<file path="src/fast_pulse_counter_pkg.sv">
package fast_pulse_counter_pkg;

	// Clock and derived timing references
	localparam int CLK_HZ = 100_000_000;
	localparam int TICK_US = 1;
	localparam int US_CYCLES = CLK_HZ / 1_000_000 * TICK_US;
	localparam int REF_FAST_HZ = 10_000_000;
	localparam int REF_SLOW_HZ = 1_000_000;
	localparam int REF_FAST_CYCLES = CLK_HZ / REF_FAST_HZ;
	localparam int REF_SLOW_CYCLES = CLK_HZ / REF_SLOW_HZ;
	localparam int US_PER_SEC = 1_000_000;

	// Register map, byte offsets within one counter, and counter stride
	localparam logic [7:0] OFF_CFG = 8'h00;
	localparam logic [7:0] OFF_FN = 8'h04;
	localparam logic [7:0] OFF_PRE = 8'h08;
	localparam logic [7:0] OFF_SW = 8'h0C;
	localparam logic [7:0] OFF_ACC = 8'h10;
	localparam logic [7:0] OFF_LAT = 8'h14;
	localparam logic [7:0] CNT_STRIDE = 8'h20;
	localparam int NUM_CNT = 2;
	localparam int NUM_PIN = 4;
	localparam int NUM_FN = 5;

	// Reset values
	localparam logic [31:0] CFG_RST = 32'h0000_0000;
	localparam logic [31:0] FN_RST = 32'h071C_71C7;
	localparam logic [31:0] PRE_RST = 32'h0000_0000;
	localparam logic [31:0] SW_RST = 32'h0000_0000;

	// Configuration word fields
	localparam int CFG_MODE_LSB = 0;
	localparam int CFG_SUB_LSB = 4;
	localparam int CFG_IN1_LSB = 8;
	localparam int CFG_IN2_LSB = 10;
	localparam int CFG_IN2_EN = 12;
	localparam int CFG_REF_SEL = 13;

	// Special function word: per function a source and a polarity
	localparam int FN_STRIDE = 6;
	localparam int FN_POL_LSB = 3;
	localparam int FN_DIS = 0;
	localparam int FN_LAT = 1;
	localparam int FN_PRE = 2;
	localparam int FN_CLR = 3;
	localparam int FN_MRK = 4;
	localparam logic [2:0] SRC_SW = 3'h4;

	// Trigger polarities
	localparam logic [1:0] POL_HIGH = 2'h0;
	localparam logic [1:0] POL_LOW = 2'h1;
	localparam logic [1:0] POL_FALL = 2'h2;
	localparam logic [1:0] POL_RISE = 2'h3;

	// Counter modes
	localparam logic [2:0] MODE_TOT = 3'h0;
	localparam logic [2:0] MODE_FREQ = 3'h1;
	localparam logic [2:0] MODE_PW = 3'h2;
	localparam logic [2:0] MODE_PER = 3'h3;
	localparam logic [2:0] MODE_QUAD = 3'h4;

	// Totalizer sub-modes
	localparam logic [2:0] TOT_INT = 3'h0;
	localparam logic [2:0] TOT_UP = 3'h1;
	localparam logic [2:0] TOT_DOWN = 3'h2;
	localparam logic [2:0] TOT_UPDN = 3'h3;
	localparam logic [2:0] TOT_CLKDIR = 3'h4;

	// Events seen on one filtered input
	typedef struct packed {
		logic lvl;
		logic rise;
		logic fall;
	} sig_t;

endpackage

</file>
<file path="src/fast_pulse_counter.sv">
// The placing of the registers and the APB interface to the registers are this design's own decisions.
`timescale 1ns/1ps
`default_nettype none

module fast_pulse_counter #(
	parameter int WIN0_US = 1000,
	parameter int WIN1_US = 10000,
	parameter int WIN2_US = 100000,
	parameter int WIN3_US = 1000000
) (
	input wire logic pclk,
	input wire logic presetn,
	input wire logic psel,
	input wire logic penable,
	input wire logic pwrite,
	input wire logic [7:0] paddr,
	input wire logic [31:0] pwdata,
	output logic [31:0] prdata,
	output logic pready,
	output logic pslverr,
	input wire logic [3:0] pin_in
);

	localparam int NC = fast_pulse_counter_pkg::NUM_CNT;
	localparam int NF = fast_pulse_counter_pkg::NUM_FN;

	// Trigger test for one special function source
	function automatic logic fire(input logic lvl, input logic prv,
		input logic [1:0] pol);
		logic r;
		r = 1'b0;
		unique case (pol)
			fast_pulse_counter_pkg::POL_HIGH: r = lvl;
			fast_pulse_counter_pkg::POL_LOW: r = ~lvl;
			fast_pulse_counter_pkg::POL_FALL: r = prv & ~lvl;
			fast_pulse_counter_pkg::POL_RISE: r = ~prv & lvl;
		endcase
		return r;
	endfunction

	// Which special functions a mode lets through
	function automatic logic allowed(input logic [2:0] mode, input int f);
		logic r;
		r = 1'b0;
		if (f == fast_pulse_counter_pkg::FN_DIS
			|| f == fast_pulse_counter_pkg::FN_LAT)
		begin
			r = 1'b1;
		end
		else if (f == fast_pulse_counter_pkg::FN_MRK)
		begin
			r = (mode == fast_pulse_counter_pkg::MODE_QUAD);
		end
		else
		begin
			// Preload and clear only count-type modes
			r = (mode == fast_pulse_counter_pkg::MODE_TOT)
				|| (mode == fast_pulse_counter_pkg::MODE_QUAD);
		end
		return r;
	endfunction

	// Address decode: {valid, counter, register index}
	function automatic logic [4:0] decode(input logic [7:0] a);
		logic [7:0] off;
		logic [4:0] r;
		off = a % fast_pulse_counter_pkg::CNT_STRIDE;
		r = {1'b1, (a >= fast_pulse_counter_pkg::CNT_STRIDE), 3'h0};
		unique case (off)
			fast_pulse_counter_pkg::OFF_CFG: r[2:0] = 3'h0;
			fast_pulse_counter_pkg::OFF_FN: r[2:0] = 3'h1;
			fast_pulse_counter_pkg::OFF_PRE: r[2:0] = 3'h2;
			fast_pulse_counter_pkg::OFF_SW: r[2:0] = 3'h3;
			fast_pulse_counter_pkg::OFF_ACC: r[2:0] = 3'h4;
			fast_pulse_counter_pkg::OFF_LAT: r[2:0] = 3'h5;
			default: r[4] = 1'b0;
		endcase
		if (a >= 8'(2 * fast_pulse_counter_pkg::CNT_STRIDE))
		begin
			r[4] = 1'b0;
		end
		return r;
	endfunction

	// Input synchroniser and glitch filter state
	logic [3:0] s1_q, s2_q, s3_q, flt_q, fprev_q;
	logic [3:0] flt_d;
	fast_pulse_counter_pkg::sig_t pin_ev [4];

	// A pin change counts only once stages two and three agree
	always_comb
	begin
		flt_d = ((s2_q ~^ s3_q) & s3_q) | ((s2_q ^ s3_q) & flt_q);
		for (int i = 0; i < 4; i++)
		begin
			pin_ev[i].lvl = flt_q[i];
			pin_ev[i].rise = flt_q[i] & ~fprev_q[i];
			pin_ev[i].fall = ~flt_q[i] & fprev_q[i];
		end
	end

	always_ff @(posedge pclk or negedge presetn)
	begin
		if (!presetn)
		begin
			s1_q <= 4'h0;
			s2_q <= 4'h0;
			s3_q <= 4'h0;
			flt_q <= 4'h0;
			fprev_q <= 4'h0;
		end
		else
		begin
			s1_q <= pin_in;
			s2_q <= s1_q;
			s3_q <= s2_q;
			flt_q <= flt_d;
			fprev_q <= flt_q;
		end
	end

	// Time bases: 1 us tick and the two internal reference rates
	logic [6:0] us_cnt_q, us_cnt_d;
	logic [6:0] ref_cnt_q, ref_cnt_d;
	logic [3:0] fast_cnt_q, fast_cnt_d;
	logic us_tick, fast_tick, slow_tick;

	always_comb
	begin
		us_tick = (us_cnt_q == 7'(fast_pulse_counter_pkg::US_CYCLES - 1));
		fast_tick = (fast_cnt_q
			== 4'(fast_pulse_counter_pkg::REF_FAST_CYCLES - 1));
		// Own divider for the slow reference, so its rate stays put
		// even if the microsecond tick is ever retimed
		slow_tick = (ref_cnt_q
			== 7'(fast_pulse_counter_pkg::REF_SLOW_CYCLES - 1));
		us_cnt_d = us_tick ? 7'h00 : us_cnt_q + 7'h01;
		fast_cnt_d = fast_tick ? 4'h0 : fast_cnt_q + 4'h1;
		ref_cnt_d = slow_tick ? 7'h00 : ref_cnt_q + 7'h01;
	end

	always_ff @(posedge pclk or negedge presetn)
	begin
		if (!presetn)
		begin
			us_cnt_q <= 7'h00;
			ref_cnt_q <= 7'h00;
			fast_cnt_q <= 4'h0;
		end
		else
		begin
			us_cnt_q <= us_cnt_d;
			ref_cnt_q <= ref_cnt_d;
			fast_cnt_q <= fast_cnt_d;
		end
	end

	// Software-written registers and APB slave
	logic [31:0] cfg_q [NC], cfg_d [NC];
	logic [31:0] fn_q [NC], fn_d [NC];
	logic [31:0] pre_q [NC], pre_d [NC];
	logic [31:0] sw_q [NC], sw_d [NC];
	logic [31:0] swprev_q [NC];
	logic [31:0] acc_w [NC], lat_w [NC];
	logic [31:0] prdata_d;
	logic pready_d, pslverr_d;
	logic [4:0] dec;
	logic access;

	// One wait state: pready rises in the second access cycle
	always_comb
	begin
		dec = decode(paddr);
		access = psel & penable & ~pready;
		pready_d = access;
		pslverr_d = access & ~dec[4];
		prdata_d = prdata;
		cfg_d = cfg_q;
		fn_d = fn_q;
		pre_d = pre_q;
		sw_d = sw_q;
		if (access)
		begin
			prdata_d = 32'h0000_0000;
			if (dec[4] && !pwrite)
			begin
				unique case (dec[2:0])
					3'h0: prdata_d = cfg_q[dec[3]];
					3'h1: prdata_d = fn_q[dec[3]];
					3'h2: prdata_d = pre_q[dec[3]];
					3'h3: prdata_d = sw_q[dec[3]];
					3'h4: prdata_d = acc_w[dec[3]];
					3'h5: prdata_d = lat_w[dec[3]];
					default: prdata_d = 32'h0000_0000;
				endcase
			end
		end
		// Writes land on the edge where the master sees pready
		if (psel && penable && pready && pwrite && dec[4])
		begin
			unique case (dec[2:0])
				3'h0: cfg_d[dec[3]] = pwdata;
				3'h1: fn_d[dec[3]] = pwdata;
				3'h2: pre_d[dec[3]] = pwdata;
				3'h3: sw_d[dec[3]] = pwdata;
				default: ;
			endcase
		end
	end

	always_ff @(posedge pclk or negedge presetn)
	begin
		if (!presetn)
		begin
			prdata <= 32'h0000_0000;
			pready <= 1'b0;
			pslverr <= 1'b0;
			for (int c = 0; c < NC; c++)
			begin
				cfg_q[c] <= fast_pulse_counter_pkg::CFG_RST;
				fn_q[c] <= fast_pulse_counter_pkg::FN_RST;
				pre_q[c] <= fast_pulse_counter_pkg::PRE_RST;
				sw_q[c] <= fast_pulse_counter_pkg::SW_RST;
				swprev_q[c] <= fast_pulse_counter_pkg::SW_RST;
			end
		end
		else
		begin
			prdata <= prdata_d;
			pready <= pready_d;
			pslverr <= pslverr_d;
			cfg_q <= cfg_d;
			fn_q <= fn_d;
			pre_q <= pre_d;
			sw_q <= sw_d;
			swprev_q <= sw_q;
		end
	end

	// Two identical counters
	for (genvar c = 0; c < NC; c++)
	begin : g_cnt
		logic [31:0] acc_q, acc_d, lat_q, lat_d, meas_q, meas_d;
		logic [31:0] win_q, win_d, win_len, scale;
		logic [2:0] mode, sub;
		logic [1:0] inc_n, dec_n;
		logic [NF-1:0] trig;
		fast_pulse_counter_pkg::sig_t a, b;
		logic en2, ref_tick, q_up, q_dn, edge_end, in_span;

		assign acc_w[c] = acc_q;
		assign lat_w[c] = lat_q;

		// Special function triggers from pin or software source
		always_comb
		begin
			logic [2:0] src;
			logic [1:0] pol;
			logic lvl, prv;
			mode = cfg_q[c][fast_pulse_counter_pkg::CFG_MODE_LSB +: 3];
			src = 3'h0;
			pol = 2'h0;
			lvl = 1'b0;
			prv = 1'b0;
			for (int f = 0; f < NF; f++)
			begin
				src = fn_q[c][f * fast_pulse_counter_pkg::FN_STRIDE +: 3];
				pol = fn_q[c][f * fast_pulse_counter_pkg::FN_STRIDE
					+ fast_pulse_counter_pkg::FN_POL_LSB +: 2];
				lvl = 1'b0;
				prv = 1'b0;
				if (src < fast_pulse_counter_pkg::SRC_SW)
				begin
					lvl = flt_q[src[1:0]];
					prv = fprev_q[src[1:0]];
				end
				else if (src == fast_pulse_counter_pkg::SRC_SW)
				begin
					lvl = sw_q[c][f];
					prv = swprev_q[c][f];
				end
				trig[f] = fire(lvl, prv, pol) & allowed(mode, f);
			end
		end

		// Input mapping and per-mode count events
		always_comb
		begin
			sub = cfg_q[c][fast_pulse_counter_pkg::CFG_SUB_LSB +: 3];
			a = pin_ev[cfg_q[c][fast_pulse_counter_pkg::CFG_IN1_LSB +: 2]];
			b = pin_ev[cfg_q[c][fast_pulse_counter_pkg::CFG_IN2_LSB +: 2]];
			en2 = cfg_q[c][fast_pulse_counter_pkg::CFG_IN2_EN];
			ref_tick = cfg_q[c][fast_pulse_counter_pkg::CFG_REF_SEL]
				? slow_tick : fast_tick;
			// Phase one leading gives these four events
			q_up = (a.rise & ~b.lvl) | (b.rise & a.lvl)
				| (a.fall & b.lvl) | (b.fall & ~a.lvl);
			q_dn = (b.rise & ~a.lvl) | (a.rise & b.lvl)
				| (b.fall & a.lvl) | (a.fall & ~b.lvl);
			inc_n = 2'h0;
			dec_n = 2'h0;
			unique case (sub)
				fast_pulse_counter_pkg::TOT_INT: inc_n = {1'b0, ref_tick};
				fast_pulse_counter_pkg::TOT_UP:
					inc_n = {1'b0, a.rise} + {1'b0, en2 & b.rise};
				fast_pulse_counter_pkg::TOT_DOWN:
					dec_n = {1'b0, a.rise} + {1'b0, en2 & b.rise};
				fast_pulse_counter_pkg::TOT_UPDN:
				begin
					inc_n = {1'b0, a.rise};
					dec_n = {1'b0, b.rise};
				end
				fast_pulse_counter_pkg::TOT_CLKDIR:
				begin
					inc_n = {1'b0, a.rise & ~b.lvl};
					dec_n = {1'b0, a.rise & b.lvl};
				end
				default: ;
			endcase
			if (mode == fast_pulse_counter_pkg::MODE_QUAD)
			begin
				// Configuration selects the sense of rotation
				inc_n = {1'b0, sub[0] ? q_dn : q_up};
				dec_n = {1'b0, sub[0] ? q_up : q_dn};
			end
			// Width: end of the measured level; period: chosen edge
			edge_end = sub[0] ? a.rise : a.fall;
			in_span = sub[0] ? ~a.lvl : a.lvl;
			if (mode == fast_pulse_counter_pkg::MODE_PER)
			begin
				edge_end = sub[0] ? a.fall : a.rise;
				in_span = 1'b1;
			end
		end

		// Frequency window length in microseconds and hertz scale
		always_comb
		begin
			unique case (sub[1:0])
				2'h0: win_len = 32'(WIN0_US);
				2'h1: win_len = 32'(WIN1_US);
				2'h2: win_len = 32'(WIN2_US);
				2'h3: win_len = 32'(WIN3_US);
			endcase
			scale = 32'(fast_pulse_counter_pkg::US_PER_SEC) / win_len;
		end

		// Accumulator, measurement and latch next state
		always_comb
		begin
			acc_d = acc_q;
			lat_d = lat_q;
			meas_d = meas_q;
			win_d = win_q;
			unique case (mode)
				fast_pulse_counter_pkg::MODE_TOT,
				fast_pulse_counter_pkg::MODE_QUAD:
					acc_d = acc_q + 32'(inc_n) - 32'(dec_n);
				fast_pulse_counter_pkg::MODE_FREQ:
				begin
					meas_d = meas_q + 32'(a.rise);
					if (us_tick)
					begin
						win_d = win_q + 32'h0000_0001;
						if (win_q >= win_len - 32'h0000_0001)
						begin
							// Short windows answer fast, resolve coarsely
							acc_d = 32'(meas_d * scale);
							meas_d = 32'h0000_0000;
							win_d = 32'h0000_0000;
						end
					end
				end
				fast_pulse_counter_pkg::MODE_PW,
				fast_pulse_counter_pkg::MODE_PER:
				begin
					if (edge_end)
					begin
						acc_d = meas_q;
						meas_d = 32'h0000_0000;
					end
					else if (us_tick && in_span)
					begin
						meas_d = meas_q + 32'h0000_0001;
					end
				end
				default: ;
			endcase
			// Disable freezes the reported value only
			if (trig[fast_pulse_counter_pkg::FN_DIS])
			begin
				acc_d = acc_q;
			end
			// Clear or marker beats preload
			if (trig[fast_pulse_counter_pkg::FN_CLR]
				|| trig[fast_pulse_counter_pkg::FN_MRK])
			begin
				acc_d = 32'h0000_0000;
			end
			else if (trig[fast_pulse_counter_pkg::FN_PRE])
			begin
				acc_d = pre_q[c];
			end
			if (trig[fast_pulse_counter_pkg::FN_LAT])
			begin
				lat_d = acc_q;
			end
		end

		always_ff @(posedge pclk or negedge presetn)
		begin
			if (!presetn)
			begin
				acc_q <= 32'h0000_0000;
				lat_q <= 32'h0000_0000;
				meas_q <= 32'h0000_0000;
				win_q <= 32'h0000_0000;
			end
			else
			begin
				acc_q <= acc_d;
				lat_q <= lat_d;
				meas_q <= meas_d;
				win_q <= win_d;
			end
		end
	end

endmodule

`default_nettype wire

</file>
<file path="config.mk">
export PLATFORM = sky130hd
export DESIGN_NAME = fast_pulse_counter
export DESIGN_NICKNAME = d
export VERILOG_FILES = /design/src/fast_pulse_counter_pkg.sv /design/src/fast_pulse_counter.sv
export SDC_FILE = /design/constraint.sdc
export NUM_CORES = 2
export LEC_CHECK = 0
export BUFFER_PORTS_ARGS = -buffer_cell sky130_fd_sc_hd__buf_2
export CAP_MARGIN = 5
export CORE_MARGIN = 2
export CORE_UTILIZATION = 56
export CTS_CLUSTER_SIZE = 40
export DETAILED_ROUTE_END_ITERATION = 12
export PLACE_DENSITY = 0.75
export SYNTH_ARGS = -nofsm -noshare
export SYNTH_HDL_FRONTEND = slang
export SYNTH_SLANG_ARGS = --single-unit
</file>
<file path="constraint.sdc">
create_clock -name pclk -period 21.4 [get_ports pclk]
set_clock_uncertainty 0.1 [all_clocks]
set_input_delay 1.07 -clock pclk [delete_from_list [all_inputs] [get_ports pclk]]
set_output_delay 1.07 -clock pclk [all_outputs]
set_load 0.02 [all_outputs]
</file>
==> flow_summary.yaml <==
status:
  status: "finished, final reports clean"
worst_setup_path:
  cp_slowest_cell: "a2111oi_0"
  worst_ep_required_time_ns: 21.86
  cpMostUsedCell: "fa_1"
  criticalPathCategory: "reg2reg"
  r2r_end: "g_cnt[0].acc_q[24]"
  crit_path_max_incr_delay_ns: 0.81
  cp-startpoint: "flt_q[0]"
  worstSetupEndpointType: "flop"
  worst-r2r-setup-slack_ns: 10.43
  r2r-start: "flt_q[0]"
  r2r_cells: 31
  start_kind: "flop"
  crit_arrival_ns: 11.43
  crit_end: "g_cnt[0].acc_q[24]"
  crit_fanout: 18
logic_synthesis:
  synthFlopType: "dfrtp_1"
  synthSimpleGateAreaFrac_pct: 13.3
  synthAdderAreaFrac_pct: 24.2
  synth_xor_area_share_pct: 4.22
  ys_async_sr_fraction_pct: 100
  ys_seq_area_share_pct: 26.9
  ys_types: 94
  ys_ff_latch: 594
  syn-cell-area_um2: 55400
  synth-compound-area-share_pct: 12.9
  synth-edff-count: 0
  synth_top_family_by_area: "adder cells"
  yosys_warnings: 0
  synthMuxAreaShare_pct: 10.7
  syn_avg_cell_area_um2: 9.47
  syn-instance-count: 5849
sta:
  grt_setup_unrepaired: "no"
  finalCriticalPeriod_ns: 10.97
  final.period_utilization_pct: 51.3
  slew_viol_final: 0
  timing.fmax_mhz: 91.1
  hold_ws_ns: 0.251
  slew_headroom_pct: 6.98
  hold_viol: 0
  tightest_slew_ns: 1.38
  setup-violations-final: 0
  tns_ns: 0
layout:
  layout_common_cells: "inv_1 (815), nand2_1 (613), dfrtp_1 (564)"
  final_common_cell: "inv_1"
  nets: 6667
  area_delta_synth_final_pct: 7.29
  fillers: 8180
  drive_gt1_share_pct: 12.8
floorplanning:
  die_w_um: 318
  dieHeight_um: 318
  row_count: 115
  start_util_pct: 56.4
  core_um2: 98300
  io_pins: 83
  dieArea_um2: 101000
pwr:
  pwr-share-seq_pct: 13.2
  internal_power_uw: 5080
  comb_power_share_pct: 75.0
  finalPower_uw: 10500
  power_switching_uw: 5460
  p_leak_uw: 0.0277
  p_sw_share_pct: 51.8
  p_clk_share_pct: 11.9
  max-vdd-ir-drop_uv: 378
  p_per_area_nw_per_um2: 177
clock_network:
  cts_tree: "built"
  clockBufferDepth: 3
  clk_latency_ns: 0.65
  cts_hold_buf: 0
  cts-root-buf: "clkbuf_16"
  h-tree-depth: 3
  cts_resized: 0
  cts.sinks: 594
  cts_buffers: 68
  post_cts_buffers: 0
  clk_pin_slew_ns: 0.06
worst_hold_path:
  hp-class: "reg2reg"
  min_from: "s1_q[2]"
drt:
  first_pass_iters: 6
  wl_per_cell_um: 22.4
  initialDrtViolationCount: 4541
  wl_um: 160000
  vias: 44500
  antenna_left: 0
  viasPerCell: 6.22
  drc: 0
global_routing:
  track_usage_pct: 31.9
  grt_pass1_wl_um: 256000
  grt-ovfl-total: 0
  grt_start_max_net_pins: 107
  antenna_found_initial: 3
  grt_pass1_vias: 45100
placed_design:
  io_buffers: 82
  place_congestion: 0.976
  dp_hpwl_um: 121000
run:
  maxCapViolCount: 0
metrics by stage:
stage | std cells | setup slack [ns] | area [um^2] | utilization (%)
floorplan | 5850 | 12.23 | 55400 | -
global placement | 7027 | 10.65 | 57000 | 58.0
detailed placement | 7027 | 10.56 | 57000 | 58.0
CTS | 7151 | 10.40 | 59400 | 60.5
global route | 7152 | 9.77 | 59400 | 60.5
finish | 7154 | 10.43 | 59400 | 60.5
power by group through the flow:
| stage | Clock, uW | Combinational [uW] | Sequential, uW |
|---|---|---|---|
| after detailed placement | 0 | 7790 | 1400 |
| after global routing | 1310 | 8900 | 1400 |
| after floorplan | 0 | 5810 | 1320 |
| final | 1250 | 7900 | 1390 |
| after global placement | 0 | 7680 | 1400 |
| after CTS | 1260 | 7860 | 1380 |
worst min path at each step:
stage | to | slack (ns) | depth (start not counted)
detailed placement | s2_q[2] | 0.24 | 0
global route | s2_q[2] | 0.26 | 0
finish | s2_q[2] | 0.25 | 0
CTS | s2_q[2] | 0.25 | 0
floorplan | s2_q[0] | 0.23 | 0
global placement | s2_q[2] | 0.23 | 0
logic make-up (layout without fill, tap and decap cells):
group,count (synthesis),count (layout)
muxes,449,449
buffers and inverters,1100,1114
DFF,594,594
adders and majority gates,808,808
xor gates and xnor gates,258,258
AOI/OAI and AO/OA,1086,1086
other,1,5
and+or+nand+nor,1553,1553
registers in the layout (all words and copies together), names as in the netlist:
register	count
g_cnt.meas_q	64
g_cnt.win_q	64
pslverr	1
fn_q	64
fprev_q	4
sw_q	64
cfg_q	64
g_cnt.acc_q	64
s3_q	4
pready	1
fast_cnt_q	4
us_cnt_q	7
pre_q	64
flt_q	4
swprev_q	10
g_cnt.lat_q	64
s2_q	4
prdata	32
s1_q	4
ref_cnt_q	7
metal layers:
layer | GRT usage [%] | part of all wire, % | vias to the layer above
met3 | 6.08 | 9.3 | 326
met4 | 12.5 | 4.2 | 2
met5 | 0 | 0.0069 | -
met1 | 44.1 | 41 | 22400
met2 | 49.9 | 45 | 1933
li1 | - | - | 19800
layout make-up:
class | instances | area (um^2) | share of cell area, %
tap | 1287 | 1610 | 2.71
clock inverter | 28 | 475 | 0.800
timing repair buffer | 173 | 1100 | 1.86
clock buffer | 96 | 1960 | 3.29
antenna | 3 | 7.51 | 0.0126
inverter | 817 | 3070 | 5.16
sequential | 594 | 14900 | 25.1
multi-input combinational | 4156 | 36300 | 61.1
cells in the mapped netlist (37+ instances only):
library cell	n	area, um^2
nand3_1	100	500
buf_1	37	139
o22ai_1	55	344
mux4_2	83	1870
inv_1	815	3060
mux2_2	295	3320
a211oi_1	42	315
nand2_1	613	2300
nand2b_1	39	244
nor3_1	67	335
a21o_1	79	593
o21ai_0	259	1300
nor2_1	318	1190
a221oi_1	47	412
mux2i_1	71	711
fa_1	436	8730
a31oi_1	47	294
and2_1	118	738
xor2_1	110	963
a22oi_1	38	285
nand4_1	40	250
clkbuf_1	210	788
xnor2_1	142	1240
nor2b_1	80	500
a21oi_1	237	1190
ha_1	372	4650
dfrtp_1	564	14100
and3_1	59	369
critical path, delay by kind of cell, from the launching register on:
family	cells	cell delay (ns)
flops	1	0.66
compound gates	7	2.45
fa+ha+maj	11	4.45
mux	1	0.48
xor+xnor	2	0.85
simple gates	6	1.65
buf+inv	4	0.25
Note: power is estimated with default switching activity, not from simulation.
